==> config.mk <==
export PLATFORM = sky130hd
export DESIGN_NAME = dgp_ports
export DESIGN_NICKNAME = d
export VERILOG_FILES = /design/src/shared/dgp_pkg.sv /design/src/rtl/dgp_ports.sv
export SDC_FILE = /design/constraint.sdc
export NUM_CORES = 1
export LEC_CHECK = 0
export BUFFER_PORTS_ARGS = -buffer_cell sky130_fd_sc_hd__buf_2
export CORE_ASPECT_RATIO = 0.7
export CORE_MARGIN = 2
export CORE_UTILIZATION = 52
export DETAILED_ROUTE_END_ITERATION = 16
export PLACE_DENSITY = 0.81
export SETUP_SLACK_MARGIN = 0.3
export SLEW_MARGIN = 20
export SYNTH_ARGS = -nofsm -noshare
export SYNTH_HDL_FRONTEND = slang
export SYNTH_SLANG_ARGS = --single-unit
==> constraint.sdc <==
create_clock -name sys_clk -period 2.44 [get_ports sys_clk]
set_input_delay 0.488 -clock sys_clk [delete_from_list [all_inputs] [get_ports sys_clk]]
set_output_delay 0.488 -clock sys_clk [all_outputs]
set_load 0.05 [all_outputs]
==> src/shared/dgp_pkg.sv <==
// constants, field layouts and carrier types for the dual gpio port block
// Notes on behaviour
// - first port: six pins, direction 1 tristates the driver, 0 drives latch
// - first port read returns pin levels; write only updates output latch
// - port writes are read-modify-write: sample pins, modify, store into latch
// - first port bit 4 shares timer clock input; output is open drain only
// - three-bit pin configuration field picks digital, analog or reference; resets 000
// - after power-on the analog-capable first port pins are analog and read 0
// - direction bits still drive pins in analog mode; software keeps them set
// - first port direction: six bits reset to ones, two upper bits read zero
// - first port bit 5 is also slave select input and analog input
// - second port: eight pins, direction 1 input tristated, 0 drives latch
// - clearing pull-up disable bit 7 of option enables the pull-ups of all second port input pins
// - a second port pin set as output has its pull-up switched off
// - power-on reset leaves all second port pull-ups disabled
// - upper four inputs compared with reference from last second port access; OR sets flag bit 0
// - upper pins configured as outputs never take part in the change comparison
// - the change interrupt can wake the device from sleep
// - any second port access refreshes reference; flag cleared only by software write
// - persisting mismatch keeps setting the flag, so a clear does not hold
// - second port bit 0 is external interrupt input; edge chosen by option bit 6
// - second port bits 6 and 7 carry serial programming clock and data
// - second port direction and option registers reset to all ones
package dgp_pkg;

  // register indices; byte address is four times the index
  localparam logic [9:0] IDX_FIRST_PINS  = 10'h005;
  localparam logic [9:0] IDX_SECOND_PINS = 10'h006;
  localparam logic [9:0] IDX_INT_CONTROL = 10'h00B;
  localparam logic [9:0] IDX_OPTION      = 10'h081;
  localparam logic [9:0] IDX_FIRST_DIR   = 10'h085;
  localparam logic [9:0] IDX_SECOND_DIR  = 10'h086;
  localparam logic [9:0] IDX_ANALOG_CFG  = 10'h09F;

  // widths
  localparam int FIRST_W  = 6;
  localparam int SECOND_W = 8;
  localparam int CFG_W    = 3;

  // reset values
  localparam logic [5:0] FIRST_DIR_RST  = 6'h3F;
  localparam logic [7:0] SECOND_DIR_RST = 8'hFF;
  localparam logic [7:0] OPTION_RST     = 8'hFF;
  localparam logic [2:0] CFG_RST        = 3'h0;
  localparam logic [5:0] FIRST_LAT_RST  = 6'h00;
  localparam logic [7:0] SECOND_LAT_RST = 8'h00;

  // field positions
  localparam int OPT_PULLUP_DIS_N = 7;
  localparam int OPT_EDGE_SEL     = 6;
  localparam int INT_CHANGE_FLAG  = 0;
  localparam int INT_EXT_FLAG     = 1;
  localparam int OD_BIT           = 4;
  localparam int SS_BIT           = 5;
  localparam int REF_BIT          = 3;
  localparam int EXT_BIT          = 0;
  localparam int PCLK_BIT         = 6;
  localparam int PDAT_BIT         = 7;
  localparam int CHG_LO           = 4;

  // analog selection masks of the first port
  localparam logic [5:0] AN_MASK_ALL    = 6'h2F;
  localparam logic [5:0] AN_MASK_NO_SS  = 6'h0B;
  localparam logic [5:0] AN_MASK_NONE   = 6'h00;

  // pin drive carriers
  typedef struct packed {
    logic [5:0] out;
    logic [5:0] oe;
  } dgp_first_drv_s;

  typedef struct packed {
    logic [7:0] out;
    logic [7:0] oe;
    logic [7:0] pullup_en;
  } dgp_second_drv_s;

endpackage : dgp_pkg

==> src/rtl/dgp_ports.sv <==
// two gpio ports with analog config, pull-ups and change interrupt, apb slave
`timescale 1ns/1ps
`default_nettype none
module dgp_ports
  import dgp_pkg::*;
(
  // clock and reset
  input  wire logic            sys_clk,
  input  wire logic            reset_n,
  // apb slave
  input  wire logic            psel,
  input  wire logic            penable,
  input  wire logic            pwrite,
  input  wire logic [11:0]     paddr,
  input  wire logic [31:0]     pwdata,
  input  wire logic [3:0]      pstrb,
  output logic                 pready,
  output logic [31:0]          prdata,
  output logic                 pslverr,
  // first port pins
  input  wire logic [5:0]      first_pin_in,
  output dgp_first_drv_s       first_drv,
  output logic [5:0]           analog_sel,
  output logic                 vref_sel,
  // second port pins
  input  wire logic [7:0]      second_pin_in,
  output dgp_second_drv_s      second_drv,
  // alternate functions
  output logic                 timer_zero_clk_in,
  output logic                 slave_select_n,
  output logic                 prog_clk,
  output logic                 prog_data,
  output logic [5:0]           option_low,
  // interrupts and wake
  output logic                 change_int,
  output logic                 ext_int,
  output logic                 wake_req
);

  ////////////////////////////////////////////////////////////////////////////
  // decode helpers

  // analog pin mask from the config field
  function automatic logic [5:0] analog_mask(input logic [2:0] cfg);
    logic [5:0] m;
    m = AN_MASK_NONE;
    unique case (cfg)
      3'h0, 3'h1, 3'h2, 3'h3: m = AN_MASK_ALL;
      3'h4, 3'h5:             m = AN_MASK_NO_SS;
      3'h6, 3'h7:             m = AN_MASK_NONE;
    endcase
    return m;
  endfunction : analog_mask

  // reference input selected by odd codes below 110
  function automatic logic vref_on(input logic [2:0] cfg);
    return cfg[0] & ~(cfg[2] & cfg[1]);
  endfunction : vref_on

  // read-modify-write merge; zero mask means full byte write
  function automatic logic [7:0] rmw(input logic [7:0] pins,
                                     input logic [7:0] data,
                                     input logic [7:0] mask);
    logic [7:0] m;
    m = (mask == 8'h00) ? 8'hFF : mask;
    return (pins & ~m) | (data & m);
  endfunction : rmw

  ////////////////////////////////////////////////////////////////////////////
  // pin synchronisers

  logic [5:0] first_s1;
  logic [5:0] first_s2;
  logic [5:0] first_s3;
  logic [5:0] first_filt;
  logic [7:0] second_s1;
  logic [7:0] second_s2;
  logic [7:0] second_s3;
  logic [7:0] second_filt;

  always_ff @(posedge sys_clk or negedge reset_n) begin
    if (!reset_n) begin
      first_s1  <= 6'h00;
      first_s2  <= 6'h00;
      first_s3  <= 6'h00;
      second_s1 <= 8'h00;
      second_s2 <= 8'h00;
      second_s3 <= 8'h00;
    end else begin
      first_s1  <= first_pin_in;
      first_s2  <= first_s1;
      first_s3  <= first_s2;
      second_s1 <= second_pin_in;
      second_s2 <= second_s1;
      second_s3 <= second_s2;
    end
  end

  // a change counts once stages two and three agree
  genvar gi;
  generate
    for (gi = 0; gi < FIRST_W; gi++) begin : g_first_filt
      always_ff @(posedge sys_clk or negedge reset_n) begin
        if (!reset_n) begin
          first_filt[gi] <= 1'b0;
        end else if (first_s2[gi] == first_s3[gi]) begin
          first_filt[gi] <= first_s3[gi];
        end
      end
    end
    for (gi = 0; gi < SECOND_W; gi++) begin : g_second_filt
      always_ff @(posedge sys_clk or negedge reset_n) begin
        if (!reset_n) begin
          second_filt[gi] <= 1'b0;
        end else if (second_s2[gi] == second_s3[gi]) begin
          second_filt[gi] <= second_s3[gi];
        end
      end
    end
  endgenerate

  ////////////////////////////////////////////////////////////////////////////
  // apb decode

  logic       setup_ph;
  logic       acc_done;
  logic       wr_done;
  logic       rd_done;
  logic [9:0] idx;
  logic       aligned;
  logic       mapped;
  logic       lane0;

  assign setup_ph = psel & ~penable;
  assign acc_done = psel & penable & pready;
  assign idx      = paddr[11:2];
  assign aligned  = (paddr[1:0] == 2'b00);
  assign lane0    = pstrb[0];
  assign mapped   = aligned &
                    ((idx == IDX_FIRST_PINS)  | (idx == IDX_SECOND_PINS) |
                     (idx == IDX_INT_CONTROL) | (idx == IDX_OPTION)      |
                     (idx == IDX_FIRST_DIR)   | (idx == IDX_SECOND_DIR)  |
                     (idx == IDX_ANALOG_CFG));
  assign wr_done  = acc_done & pwrite & mapped & lane0;
  assign rd_done  = acc_done & ~pwrite & mapped;

  ////////////////////////////////////////////////////////////////////////////
  // registers

  logic [5:0] first_lat;
  logic [5:0] first_dir;
  logic [2:0] pin_config_field;
  logic [7:0] second_lat;
  logic [7:0] second_dir;
  logic [7:0] option_reg;
  logic [5:0] first_read;
  logic [5:0] an_mask;
  logic [7:0] first_merge;

  assign an_mask     = analog_mask(pin_config_field);
  assign first_read  = first_filt & ~an_mask;
  assign first_merge = rmw({2'b00, first_read}, pwdata[7:0], pwdata[15:8]);

  always_ff @(posedge sys_clk or negedge reset_n) begin
    if (!reset_n) begin
      first_lat <= FIRST_LAT_RST;
    end else if (wr_done && idx == IDX_FIRST_PINS) begin
      first_lat <= first_merge[5:0];
    end
  end

  always_ff @(posedge sys_clk or negedge reset_n) begin
    if (!reset_n) begin
      first_dir <= FIRST_DIR_RST;
    end else if (wr_done && idx == IDX_FIRST_DIR) begin
      first_dir <= pwdata[5:0];
    end
  end

  always_ff @(posedge sys_clk or negedge reset_n) begin
    if (!reset_n) begin
      pin_config_field <= CFG_RST;
    end else if (wr_done && idx == IDX_ANALOG_CFG) begin
      pin_config_field <= pwdata[2:0];
    end
  end

  always_ff @(posedge sys_clk or negedge reset_n) begin
    if (!reset_n) begin
      second_lat <= SECOND_LAT_RST;
    end else if (wr_done && idx == IDX_SECOND_PINS) begin
      second_lat <= rmw(second_filt, pwdata[7:0], pwdata[15:8]);
    end
  end

  always_ff @(posedge sys_clk or negedge reset_n) begin
    if (!reset_n) begin
      second_dir <= SECOND_DIR_RST;
    end else if (wr_done && idx == IDX_SECOND_DIR) begin
      second_dir <= pwdata[7:0];
    end
  end

  always_ff @(posedge sys_clk or negedge reset_n) begin
    if (!reset_n) begin
      option_reg <= OPTION_RST;
    end else if (wr_done && idx == IDX_OPTION) begin
      option_reg <= pwdata[7:0];
    end
  end

  ////////////////////////////////////////////////////////////////////////////
  // change detection on the upper four pins

  logic [3:0] chg_ref;
  logic       second_access;
  logic       mismatch;
  logic       change_flag;
  logic       ext_flag;
  logic       ext_prev;
  logic       ext_edge;
  logic       flag_wr;

  assign second_access = acc_done & aligned & (idx == IDX_SECOND_PINS);
  assign mismatch = |((second_filt[7:CHG_LO] ^ chg_ref) &
                      second_dir[7:CHG_LO]);
  assign flag_wr  = wr_done & (idx == IDX_INT_CONTROL);

  always_ff @(posedge sys_clk or negedge reset_n) begin
    if (!reset_n) begin
      chg_ref <= 4'h0;
    end else if (second_access) begin
      chg_ref <= second_filt[7:CHG_LO];
    end
  end

  always_ff @(posedge sys_clk or negedge reset_n) begin
    if (!reset_n) begin
      change_flag <= 1'b0;
    end else if (mismatch) begin
      change_flag <= 1'b1;
    end else if (flag_wr && !pwdata[INT_CHANGE_FLAG]) begin
      change_flag <= 1'b0;
    end
  end

  // external interrupt edge on second port bit 0
  assign ext_edge = option_reg[OPT_EDGE_SEL] ?
                    (second_filt[EXT_BIT] & ~ext_prev) :
                    (~second_filt[EXT_BIT] & ext_prev);

  always_ff @(posedge sys_clk or negedge reset_n) begin
    if (!reset_n) begin
      ext_prev <= 1'b0;
    end else begin
      ext_prev <= second_filt[EXT_BIT];
    end
  end

  always_ff @(posedge sys_clk or negedge reset_n) begin
    if (!reset_n) begin
      ext_flag <= 1'b0;
    end else if (ext_edge) begin
      ext_flag <= 1'b1;
    end else if (flag_wr && !pwdata[INT_EXT_FLAG]) begin
      ext_flag <= 1'b0;
    end
  end

  ////////////////////////////////////////////////////////////////////////////
  // apb answer, one access cycle

  logic [7:0] next_rdata;

  always_comb begin
    next_rdata = 8'h00;
    unique case (idx)
      IDX_FIRST_PINS:  next_rdata = {2'b00, first_read};
      IDX_FIRST_DIR:   next_rdata = {2'b00, first_dir};
      IDX_ANALOG_CFG:  next_rdata = {5'h00, pin_config_field};
      IDX_SECOND_PINS: next_rdata = second_filt;
      IDX_SECOND_DIR:  next_rdata = second_dir;
      IDX_OPTION:      next_rdata = option_reg;
      IDX_INT_CONTROL: next_rdata = {6'h00, ext_flag, change_flag};
      default:         next_rdata = 8'h00;
    endcase
  end

  always_ff @(posedge sys_clk or negedge reset_n) begin
    if (!reset_n) begin
      pready  <= 1'b0;
      prdata  <= 32'h0000_0000;
      pslverr <= 1'b0;
    end else begin
      pready  <= setup_ph;
      pslverr <= setup_ph & ~mapped;
      if (setup_ph && !pwrite && mapped) begin
        prdata <= {24'h00_0000, next_rdata};
      end else if (acc_done) begin
        prdata <= 32'h0000_0000;
      end
    end
  end

  ////////////////////////////////////////////////////////////////////////////
  // pin drivers and alternate functions

  logic [7:0] next_pullup;
  logic [5:0] next_first_oe;

  always_comb begin
    next_first_oe         = ~first_dir;
    next_first_oe[OD_BIT] = ~first_dir[OD_BIT] & ~first_lat[OD_BIT];
  end

  assign next_pullup = {SECOND_W{~option_reg[OPT_PULLUP_DIS_N]}} &
                       second_dir;

  always_ff @(posedge sys_clk or negedge reset_n) begin
    if (!reset_n) begin
      first_drv <= '0;
    end else begin
      first_drv.out         <= first_lat;
      first_drv.out[OD_BIT] <= 1'b0;
      first_drv.oe          <= next_first_oe;
    end
  end

  always_ff @(posedge sys_clk or negedge reset_n) begin
    if (!reset_n) begin
      second_drv <= '0;
    end else begin
      second_drv.out       <= second_lat;
      second_drv.oe        <= ~second_dir;
      second_drv.pullup_en <= next_pullup;
    end
  end

  always_ff @(posedge sys_clk or negedge reset_n) begin
    if (!reset_n) begin
      analog_sel <= AN_MASK_ALL;
      vref_sel   <= 1'b0;
    end else begin
      analog_sel <= an_mask;
      vref_sel   <= vref_on(pin_config_field);
    end
  end

  always_ff @(posedge sys_clk or negedge reset_n) begin
    if (!reset_n) begin
      timer_zero_clk_in <= 1'b0;
      slave_select_n    <= 1'b1;
      prog_clk          <= 1'b0;
      prog_data         <= 1'b0;
      option_low        <= OPTION_RST[5:0];
    end else begin
      timer_zero_clk_in <= first_filt[OD_BIT];
      slave_select_n    <= first_filt[SS_BIT];
      prog_clk          <= second_filt[PCLK_BIT];
      prog_data         <= second_filt[PDAT_BIT];
      option_low        <= option_reg[5:0];
    end
  end

  always_ff @(posedge sys_clk or negedge reset_n) begin
    if (!reset_n) begin
      change_int <= 1'b0;
      ext_int    <= 1'b0;
      wake_req   <= 1'b0;
    end else begin
      change_int <= change_flag;
      ext_int    <= ext_flag;
      wake_req   <= change_flag;
    end
  end

endmodule : dgp_ports
`default_nettype wire

==> results of run 1 <==
## layout make-up
cell class	count	share of cell area, %
flip-flops and latches	162	55.39
multi-input cells	259	23.62
repair buffers	123	9.159
clock buffers	20	6.315
well taps	153	2.590
clock inverters	12	2.116
inverters	16	0.8126
## cells in the final DEF (no fill, tap or decap), drive strengths merged, types with 5 or more instances in the layout
master	n
conb	26
nand2	35
o21ai	19
mux2	28
clkinv	5
buf	123
a21oi	10
clkbuf	20
dfstp	31
dfrtp	131
nor3	7
or3	6
o22ai	7
inv	16
nor2	32
maj3	14
mux2i	27
## how the worst max path moves through the flow
stage	endpoint	slack [ps]	cells past startpoint
final	option_reg[5]$_DFFE_PN1P_	460	5
after detailed placement	first_lat[2]$_DFFE_PN0P_	90	6
after global placement	first_lat[0]$_DFFE_PN0P_	130	6
after global routing	option_reg[5]$_DFFE_PN1P_	420	5
after CTS	second_lat[2]$_DFFE_PN0P_	310	5
after floorplan	option_reg[0]$_DFFE_PN1P_	290	6
## repair_timing
| item | in CTS | in global routing |
|---|---|---|
| gates resized for setup | 0 | 3 |
| buffers inserted | 0 | 0 |
| endpoints found under the setup margin | 0 | 12 |
| hold buffers | 0 | 0 |
## kinds of logic after synthesis
logic type                 after synthesis  synth area share [%]
DFF                                    162                 67.46
other                                    1               0.06181
buffers and inverters                   55                 5.548
and+or+nand+nor                        108                 8.682
AOI/OAI and AO/OA                       52                 5.218
xor gates and xnor gates                 4                0.5774
adders and majority gates               14                 2.310
muxes                                   55                 10.15
## layer usage
metal	vias up	GRT usage (%)	wire length, um
li1	1754	-	-
met1	1966	34.56	6135
met2	200	29.97	5599
met3	23	6.978	1274
met4	0	9.397	250
met5	-	0	0
## metrics by stage
step,util (%),hold slack [ps],instances,total power (W),cell area (um^2)
4_1_cts,65.80,38.73,745,0.005955,7377
2_1_floorplan,-,192.4,476,0.003077,6163
5_1_grt,65.93,64.35,745,0.006111,7391
3_5_place_dp,60.25,334.7,713,0.003219,6754
3_3_place_gp,60.25,332.9,713,0.003204,6754
6_report,65.93,29.00,745,0.005905,7391
## Yosys cell counts, types with 2 or more instances
master | n | area [um^2]
nor3_1 | 6 | 30.03
and2_1 | 2 | 12.51
or3_1 | 6 | 37.54
a22oi_1 | 2 | 15.01
nand2_1 | 35 | 131.4
nor2_1 | 32 | 120.1
buf_4 | 30 | 225.2
nor2b_1 | 3 | 18.77
maj3_1 | 14 | 140.1
buf_1 | 2 | 7.510
o21ai_1 | 4 | 20.02
nand4_1 | 4 | 25.02
a211oi_1 | 2 | 15.01
mux2_4 | 8 | 120.1
dfrtp_1 | 131 | 3278
buf_6 | 2 | 22.52
xnor2_1 | 4 | 35.03
o22ai_1 | 7 | 43.79
o21ai_0 | 15 | 75.07
nor4_1 | 4 | 25.02
dfstp_2 | 31 | 814.5
a21oi_1 | 10 | 50.05
a21boi_0 | 2 | 15.01
and3_1 | 4 | 25.02
mux2_2 | 20 | 225.2
or4_1 | 2 | 15.01
clkbuf_1 | 3 | 11.26
nand2b_1 | 2 | 12.51
nand3_1 | 3 | 15.01
buf_2 | 2 | 10.01
inv_1 | 16 | 60.06
mux2i_1 | 27 | 270.3
## worst max-delay path, stage by stage (launching register included)
cell and delay (ps):
dfrtp_2 390, nand3_4 80, or4_4 550, or3_1 370, buf_4 210, mux2_4 310
## power by group through the flow
stage / combinational (W) / sequential [W] / clock, W
final: 0.000360 / 0.00281 / 0.00273
after global routing: 0.000393 / 0.00282 / 0.00290
after CTS: 0.000362 / 0.00281 / 0.00278
after detailed placement: 0.000360 / 0.00286 / 0
after global placement: 0.000348 / 0.00286 / 0
after floorplan: 0.000208 / 0.00287 / 0
==> results.txt, run 1 <==
* Clock edge transition at the registers on the reported setup and hold paths: 60 ps
* Count of warnings emitted by yosys: 0
- During I/O placement, the number of pins put on the boundary was 157.
* Height of the die: 94.37 um
* Global-route wire length before repair: 20860 um
* Post-synthesis async set-or-reset flop share: 100.0%
- The floorplan step defined a core boundary enclosing 11210 um^2.
* Via count: 3943
- Of the available clock period, the critical path in the final layout requires 80.96%.
- The critical path starts at pready$_DFF_PN0_.
* Avg WL per Cell: 17.80 um
- The analysis attributes to cell leakage a power of 3.485 nW.
- For this block, the initial DRC count from the detailed router was 343.
* Fraction of power consumed by the clock network: 46.2%
* Dominant register cell in the synthesized netlist: dfrtp_1
* P&R area growth vs syn: 21.82%
- For the worst setup path, the data arrival time is 2320 ps.
- Most flop-heavy register: second_drv
- Die area: 12560 um^2
- In this run the clock root is driven by a clkbuf_16.
- Switching power total: 0.001358 W
* Min setup slack post-route: 464.5 ps
- Number of distinct library cells after synthesis: 48
* Total Routing Usage GR: 22.61%
* Logic pwr share: 6.1%
* Internal power contribution: 0.004547 W
* Final HPWL from detailed placement: 9556 um
* Number of levels in the clock H-tree: 4
- Antenna violation net count after detailed routing: 0
- The routed design has 13260 um of wire.
* Hold WC Path Type: primary input to async pin
- Result of the run: complete, no violations
- Counting flops and latches in the post-synthesis netlist gives 162.
- The register with the most flip-flops in the layout has 24 of them.
- Clock network latency to the later pin of the worst-skew pair: 420 ps
- Maximum number of pins on one net before global-route repair: 56
- The floorplan has 32 rows.
- Number of buffers on the longest clock path: 2
- Synthesis produced a netlist whose cell count is 451.
- Total CTS buffers: 17
* Antenna cells: 0
- Register area: 4094 um^2
* Port Buffer Count: 111
* Filler cell count in the final layout: 824
- STA puts the critical path data required time at 2790 ps.
- Number of detailed-route iterations in the first pass: 5
* Setup slack, reg-to-reg: 460 ps
- Fraction of power spent switching nets: 23.00%
- Count of flip-flops with a built-in enable after synthesis: 0
* CP endpoint kind: flop
- Biggest regs: second_drv x24, first_drv x11
- At the placement stage, the worst setup path has a slack of 85.42 ps.
* Detailed-route vias per instance: 5.293
- Timing would allow up to 506.2 MHz.
* Final weighted congestion of routability-driven global placement: 0.8964
- Global routing finished with a remaining overflow of 0.
- Pwr Density: 798.9 nW/um^2
* Maximum ir drop on the vdd rail: 0.0005088 V
* Share of power burned in registers: 47.7%
- Fraction of final layout cells sized beyond drive strength 1: 37.33%
* Number of pins with negative max-slew slack in the final report: 0
- After layout, the minimum clock period comes to 1975 ps.
* Number of violations of the max-capacitance limit: 0
- Total count of hold-check failures in the final report: 0
- Sequential elements use 67.46% of the synthesized area.
- Number of nets in the layout: 646
* Setup violation total in the final timing report: 0
- Measured along the x axis, the die boundary spans 133.1 um.
* Origin of the critical flop-to-flop path: pready$_DFF_PN0_
* CTS tree: done
- After routing, the total negative slack on setup checks comes to 0 ps.
- The multi-input combinational cells in the finished layout cover a total of 1745 um^2.
* Starting Density: 54.12%
- Cell count of the worst reg-to-reg path: 5
- The cell area that synthesis handed to floorplanning was 6067 um^2.
* Worst slew pin tran: 529.4 ps
* Peak fanout along the critical path: 8
- Max-slew headroom at the worst pin: 64.70%
* Type of the worst setup path: flop to flop
* Initial antenna violation count: 0
- For the final database, setup skew stands at 4.732 ps.
- Each instance of the synthesized netlist takes up on average 13.45 um^2.
- The worst setup path is launched from a flop.
- Critical R2R Capture: option_reg[5]$_DFFE_PN1P_
- CTS Sinks: 162
* Unrepaired setup endpoints after global routing: no
- The via count of the first global-routing pass is 3871.
- Post-detailed-route DRC marker count: 0
No activity file was read; power rests on OpenSTA's default activity.
==> inputs of run 2 (changes only) <==
Clock period 2.44 ns to 2 ns, I/O delays scaled along.
==> run 2 against run 1 <==
Net effect:
- register-to-register slack worse by 310 ps
- sequential share of layout area is 2.4 points lower
- utilization is 3.0 points higher
- worst hold slack better by 52 ps
- largest power group unchanged
- critical endpoint is now second_lat[7]$_DFFE_PN0P_
==> results.txt, run 2 (synthesized netlist as in run 1, its figures left out) <==
- Across the routed clock network, the largest skew measured is 7.127 ps.
* Portion of the clock cycle consumed by the worst path in the final layout: 92.13%
* Static leakage: 3.679 nW
- CTS Root Buffer Type: clkbuf_16
* Min setup slack post-route: 157.3 ps
- The largest registers in the layout are second_drv x24, first_drv x11.
- Number of nets in the layout: 671
- Via count: 3954
- Final weighted congestion of routability-driven global placement: 0.8460
- Fin crit period: 1843 ps
- Buffers inserted during clock tree synthesis total 17.
- For this run, the top clock speed supported by timing is 542.7 MHz.
- After detailed routing, the average wire length per cell comes to 17.91 um.
- Die area: 12560 um^2
* Post-placement worst setup slack: -169.6 ps
- Setup violation total in the final timing report: 0
* Overall power of the completed layout: 0.007307 W
- Via count of the first global-routing pass: 3932
* Core Rows: 32
- For this design the top-level I/O count stands at 157.
- The number of antenna violations at the first check in global routing was 0.
- Number of detailed-route iterations in the first pass: 4
* Largest register FFs: 24
- Worst Hold Slack: 80.83 ps
- Std-Cell Core Area: 11210 um^2
- Most prevalent standard cell on the critical path: buf_6
- Placed standard-cell area: 6957 um^2
- More flip-flops sit in one register than any other, and that register is second_drv.
- For this design the ratio of total power to cell area is 946.2 nW/um^2.
- Port Buffer Count: 111
- After clock tree synthesis, the clock-pin slew on the worst setup and hold paths is 60 ps.
* Critical Path AT: 2150 ps
- Final routed wirelength across all metal layers: 13790 um
* Hold WC Path Type: primary input to flop
- Most frequent standard cell in the layout excluding fill and tap cells: dfrtp_1
- In the layout the commonest cells are dfrtp_1, buf_2, nor2_1, nand2_1, dfstp_2.
- P&R area growth vs syn: 27.28%
- Measured along the y axis, the die boundary spans 94.37 um.
* Endpoint required time on the critical path: 2300 ps
- TritonCTS built the clock tree.
- Counting along the longest clock path gives a buffer depth of 2.
- The first global-routing pass estimated 21270 um of wire.
* CP endpoint kind: flop
- Global route total overflow: 0
* Post-route cell area: 7722 um^2
- The number of antenna diodes in the final layout is 0.
- Antenna violation net count after detailed routing: 0
- In the routed layout, each cell is associated on average with a via count of 5.135.
- The final-report max-slew violation count was 0.
* Maximum number of pins on one net before global-route repair: 46
- CTS Sinks: 162
- The later pin in the worst-skew pair is clocked with a latency of 420 ps.
* Unrepaired setup endpoints after global routing: yes
- Sum of buffers and inverters on the critical path: 2
* Gate family responsible for the most delay along the worst path: simple AND/OR/NAND/NOR gates
* M2 GR Usage: 33.55%
* Number of violations of the max-capacitance limit: 0
* Total Routing Usage GR: 23.08%
* Total count of hold-check failures in the final report: 0
- In the global route stage, met1 resource usage came out at 33.37%.
* Iteration-0 DRC Markers: 279
- Number of levels in the clock H-tree: 4
* Peak fanout along the critical path: 8
- The floorplan step set the die width to 133.1 um.
- Starting Density: 54.12%
* Slowest cell on the critical path: or4_4
- The filler cells instantiated in the layout total 788.
- Crit path launch type: flop
- Largest stage delay on the critical path: 480 ps
- By startpoint and endpoint, the worst setup path is classified as flop to flop.
* Met3 track demand over resource: 6.280%
* Cell chain of the critical path: nand3_4, or4_4, buf_6, or3_4, buf_6, nand2_1, o21ai_1
- Maximum ir drop on the vdd rail: 0.0006283 V
* Final HPWL from detailed placement: 9700 um
- Post-detailed-route DRC marker count: 0
- Fraction of final layout cells sized beyond drive strength 1: 41.65%
- The flow ran to the end, and the final reports show no timing, DRC or antenna violations.
* Top Usage Layer GRT: met2
run 2: cell count changes in the layout (fill, tap and decap cells not counted), moves of 4 or more:
cell,previous run,this run
buf_4,10,24
o21ai_0,15,4
buf_6,1,9
o21ai_1,4,12
nand2_1,35,31
run 2: final timing paths:
path                       depth (start not counted)                        end                   start  slack, ps
max                                                7  second_lat[7]$_DFFE_PN0P_        pready$_DFF_PN0_        160
min                                                1     second_s1[7]$_DFF_PN0_        second_pin_in[7]         80
max reg2reg                                        7  second_lat[7]$_DFFE_PN0P_        pready$_DFF_PN0_        160
min reg2reg                                        0     second_s2[4]$_DFF_PN0_  second_s1[4]$_DFF_PN0_        350
max in group asynchronous                          3    analog_sel[3]$_DFF_PN1_                 reset_n        860
min in group asynchronous                          2     second_s3[2]$_DFF_PN0_                 reset_n        500
run 2: what timing repair did:
item	CTS	global route
hold buffers	1	0
gates resized for setup	17	14
endpoints found under the setup margin	41	47
hold endpoints to repair	30	0
pin swaps	5	2
cloned	1	0
buffers inserted	0	1
run 2: per-stage QoR:
stage	utilization [%]	TNS, ps	instances
floorplan	-	-2376	476
global placement	62.05	-2668	735
detailed placement	62.05	-3649	735
CTS	68.34	0	769
global route	68.88	0	770
finish	68.88	0	770
run 2: layer usage:
metal	part of all wire (%)	vias up
met5	0	-
met2	45	155
met3	6.8	15
met1	47	1978
li1	-	1806
met4	1.3	0
run 2: final cells by class:
class | count | area [um^2] | share of cell area [%]
clock buffer | 19 | 442.9 | 5.736
clock inverter | 13 | 182.7 | 2.366
sequential | 162 | 4094 | 53.01
timing repair buffer | 148 | 922.1 | 11.94
inverter | 16 | 60.06 | 0.7777
multi-input combinational | 259 | 1829 | 23.69
tap | 153 | 191.4 | 2.479
run 2: report_power, final:
group / switching, W / internal (W) / leakage (nW) / total [W]
logic: 0.000331 / 0.000137 / 1.46 / 0.000468
clock network: 0.00128 / 0.00212 / 0.307 / 0.00341
registers: 0.0000670 / 0.00337 / 1.91 / 0.00343
total: 0.00168 / 0.00563 / 3.68 / 0.00731
==> inputs of run 3 (changes only) <==
--- a/config.mk
+++ b/config.mk
@@ -7,3 +7,3 @@
 export LEC_CHECK = 0
-export BUFFER_PORTS_ARGS = -buffer_cell sky130_fd_sc_hd__buf_2
+export BUFFER_PORTS_ARGS = -buffer_cell sky130_fd_sc_hd__clkbuf_2
 export CORE_ASPECT_RATIO = 0.7
--- a/constraint.sdc
+++ b/constraint.sdc
@@ -3,2 +3,2 @@
 set_output_delay 0.4 -clock sys_clk [all_outputs]
-set_load 0.05 [all_outputs]
+set_load 0.005 [all_outputs]
==> run 3 against run 2 <==
Net effect:
- global-route usage rose by 0.68 points
- worst setup slack got worse by 20 ps
- design area down 0.37%
- first-iteration DRC count is 10% higher
- register-to-register slack got worse by 20 ps
- utilization decreased by 0.26 points
- critical path type unchanged
- final cell count grew 0.91%
- clock-buffer cell count decreased by 1
- clock power is 8.2% lower
- sequential power hardly changed
- sequential cell count unchanged
==> results.txt, run 3 (synthesized netlist as in run 1, its figures left out) <==
- The run finished with clean final reports.
* Total CTS buffers: 17
- Worst Hold Slack: 82.86 ps
* Number of nets in the layout: 678
* Hold WC Path Type: primary input to flop
- Most prevalent standard cell on the critical path: buf_6
* Maximum number of pins on one net before global-route repair: 47
- Slowest cell on the critical path: or4_4
- Clock skew: 8.621 ps
* Met3 track demand over resource: 6.763%
- Counting I/O delays and the setup requirement, the final critical path takes 1863 ps.
* Overall power of the completed layout: 0.006915 W
- Horiz. Die Dim: 133.1 um
- At the worst endpoint, the required time is 2300 ps.
- Before CTS, the worst setup slack after placement is -227.6 ps.
- IR analysis of the VDD net gives a maximum drop of 0.0005931 V.
- Iteration-0 DRC Markers: 307
- Biggest regs: second_drv x24, first_drv x11
- The worst setup path is captured at a flop.
- Min setup slack post-route: 137.0 ps
* Clock edge transition at the registers on the reported setup and hold paths: 70 ps
* Fraction of final layout cells sized beyond drive strength 1: 42.47%
* Core Rows: 32
- Peak fanout along the critical path: 8
- For this design the top-level I/O count stands at 157.
- The worst setup path is launched from a flop.
- Unrepaired setup endpoints after global routing: yes
- The final layout contains routed wiring with a total length of 14090 um.
- The number of antenna violations at the first check in global routing is 0.
- Final weighted congestion of routability-driven global placement: 0.8845
- Most frequent standard cell in the layout excluding fill and tap cells: dfrtp_1
* Final HPWL from detailed placement: 9904 um
* Filler cell count in the final layout: 802
* Cell chain of the critical path: nand3_4, or4_4, buf_6, or3_4, buf_6, nand2_1, o21ai_0
- After detailed routing, the number of remaining DRC violations is 0.
* Static leakage: 3.663 nW
- M1 GR Usage: 34.84%
- Type of the worst setup path: flop to flop
- Top Usage Layer GRT: met1
- The pre-antenna-repair detailed-routing pass consisted of 4 iterations.
* Total Routing Usage GR: 23.76%
- The final-report max-slew violation count came to 0.
* Detailed-route vias per instance: 5.153
- The tool flagged a number of max-cap violations equal to 0.
- The floorplan step defined a die boundary enclosing 12560 um^2.
* Setup TNS: 0 ps
- The clock reaches the later pin of the worst-skew pair after 420 ps.
* Starting Density: 54.12%
- Most flop-heavy register: second_drv
- Via count of the first global-routing pass: 4013
- Std-Cell Core Area: 11210 um^2
* Number of buffers on the longest clock path: 2
* Global route total overflow: 0
- Port Buffer Count: 111
- Sum of buffers and inverters on the critical path: 2
- Via count: 4004
- Antenna cells: 0
- Largest register FFs: 24
- CTS Sinks: 162
- Avg WL per Cell: 18.13 um
- The first global-routing pass estimated 22090 um of wire.
* Final non-filler cell total: 777
- P&R area growth vs syn: 26.81%
- The count of final hold-check violations was 0.
* M2 GR Usage: 34.33%
- On the worst path, the slowest cell contributes a delay of 490 ps.
- CTS Root Buffer Type: clkbuf_16
- In this run the power density over the cells is 898.9 nW/um^2.
- CTS tree: done
* Cells after DPL: 737
- The kind of cell with the highest combined delay along the critical path is simple AND/OR/NAND/NOR gates.
- Antenna violation net count after detailed routing: 0
* Critical Path AT: 2160 ps
- The floorplan step set the die height to 94.37 um.
* Portion of the clock cycle consumed by the worst path in the final layout: 93.15%
* Setup violation total in the final timing report: 0
- Achievable frequency: 536.8 MHz
- The library cells used most frequently in the layout, excluding fill and tap cells, are dfrtp_1, clkbuf_2, buf_4.
- Number of levels in the clock H-tree: 4
## run 3: layout make-up
cell class / instances / area [um^2] / share of cell area [%]
inverters: 16 / 60.06 / 0.7806
repair buffers: 155 / 934.6 / 12.15
clock inverters: 14 / 146.4 / 1.903
clock buffers: 18 / 429.2 / 5.578
well taps: 153 / 191.4 / 2.488
flip-flops and latches: 162 / 4093 / 53.20
multi-input cells: 259 / 1839 / 23.91
## run 3: what timing repair did
| action | 4_1_cts | 5_1_grt |
|---|---|---|
| cloned | 1 | 0 |
| hold buffers | 1 | 0 |
| resized for setup | 16 | 7 |
| pin swaps | 5 | 2 |
| setup endpoints to repair | 41 | 39 |
| endpoints found under the hold margin | 32 | 0 |
| buffers inserted | 4 | 2 |
## run 3: routing by layer
metal / vias up / part of all wire [%]
met5: - / 0
met4: 0 / 1.7
met3: 24 / 7.7
met2: 174 / 44
met1: 1982 / 47
li1: 1824 / -
## run 3: report_power, final
part | leakage [nW] | internal, W | switching (W)
Combinational | 1.48 | 0.000143 | 0.000207
Clock | 0.268 | 0.00175 | 0.00139
Sequential | 1.91 | 0.00337 | 0.0000660
Total | 3.66 | 0.00526 | 0.00166
## run 3: path summary, 6_finish.rpt
path                                        startpoint  cells after the start  slack [ps]                        end
worst max-delay path                  pready$_DFF_PN0_                      7         140  second_lat[0]$_DFFE_PN0P_
worst min register to register  second_s1[5]$_DFF_PN0_                      0         350     second_s2[5]$_DFF_PN0_
worst max register to register        pready$_DFF_PN0_                      7         140  second_lat[0]$_DFFE_PN0P_
worst min-delay path                  second_pin_in[1]                      1          80     second_s1[1]$_DFF_PN0_
min in group asynchronous                      reset_n                      2         460     second_s3[3]$_DFF_PN0_
max in group asynchronous                      reset_n                      3         820  option_reg[2]$_DFFE_PN1P_
## run 3: per-stage QoR
stage | cell area, um^2 | util [%]
floorplan | 6201 | -
global placement | 6955 | 62.04
detailed placement | 6955 | 62.04
CTS | 7640 | 68.15
global route | 7694 | 68.63
finish | 7694 | 68.63
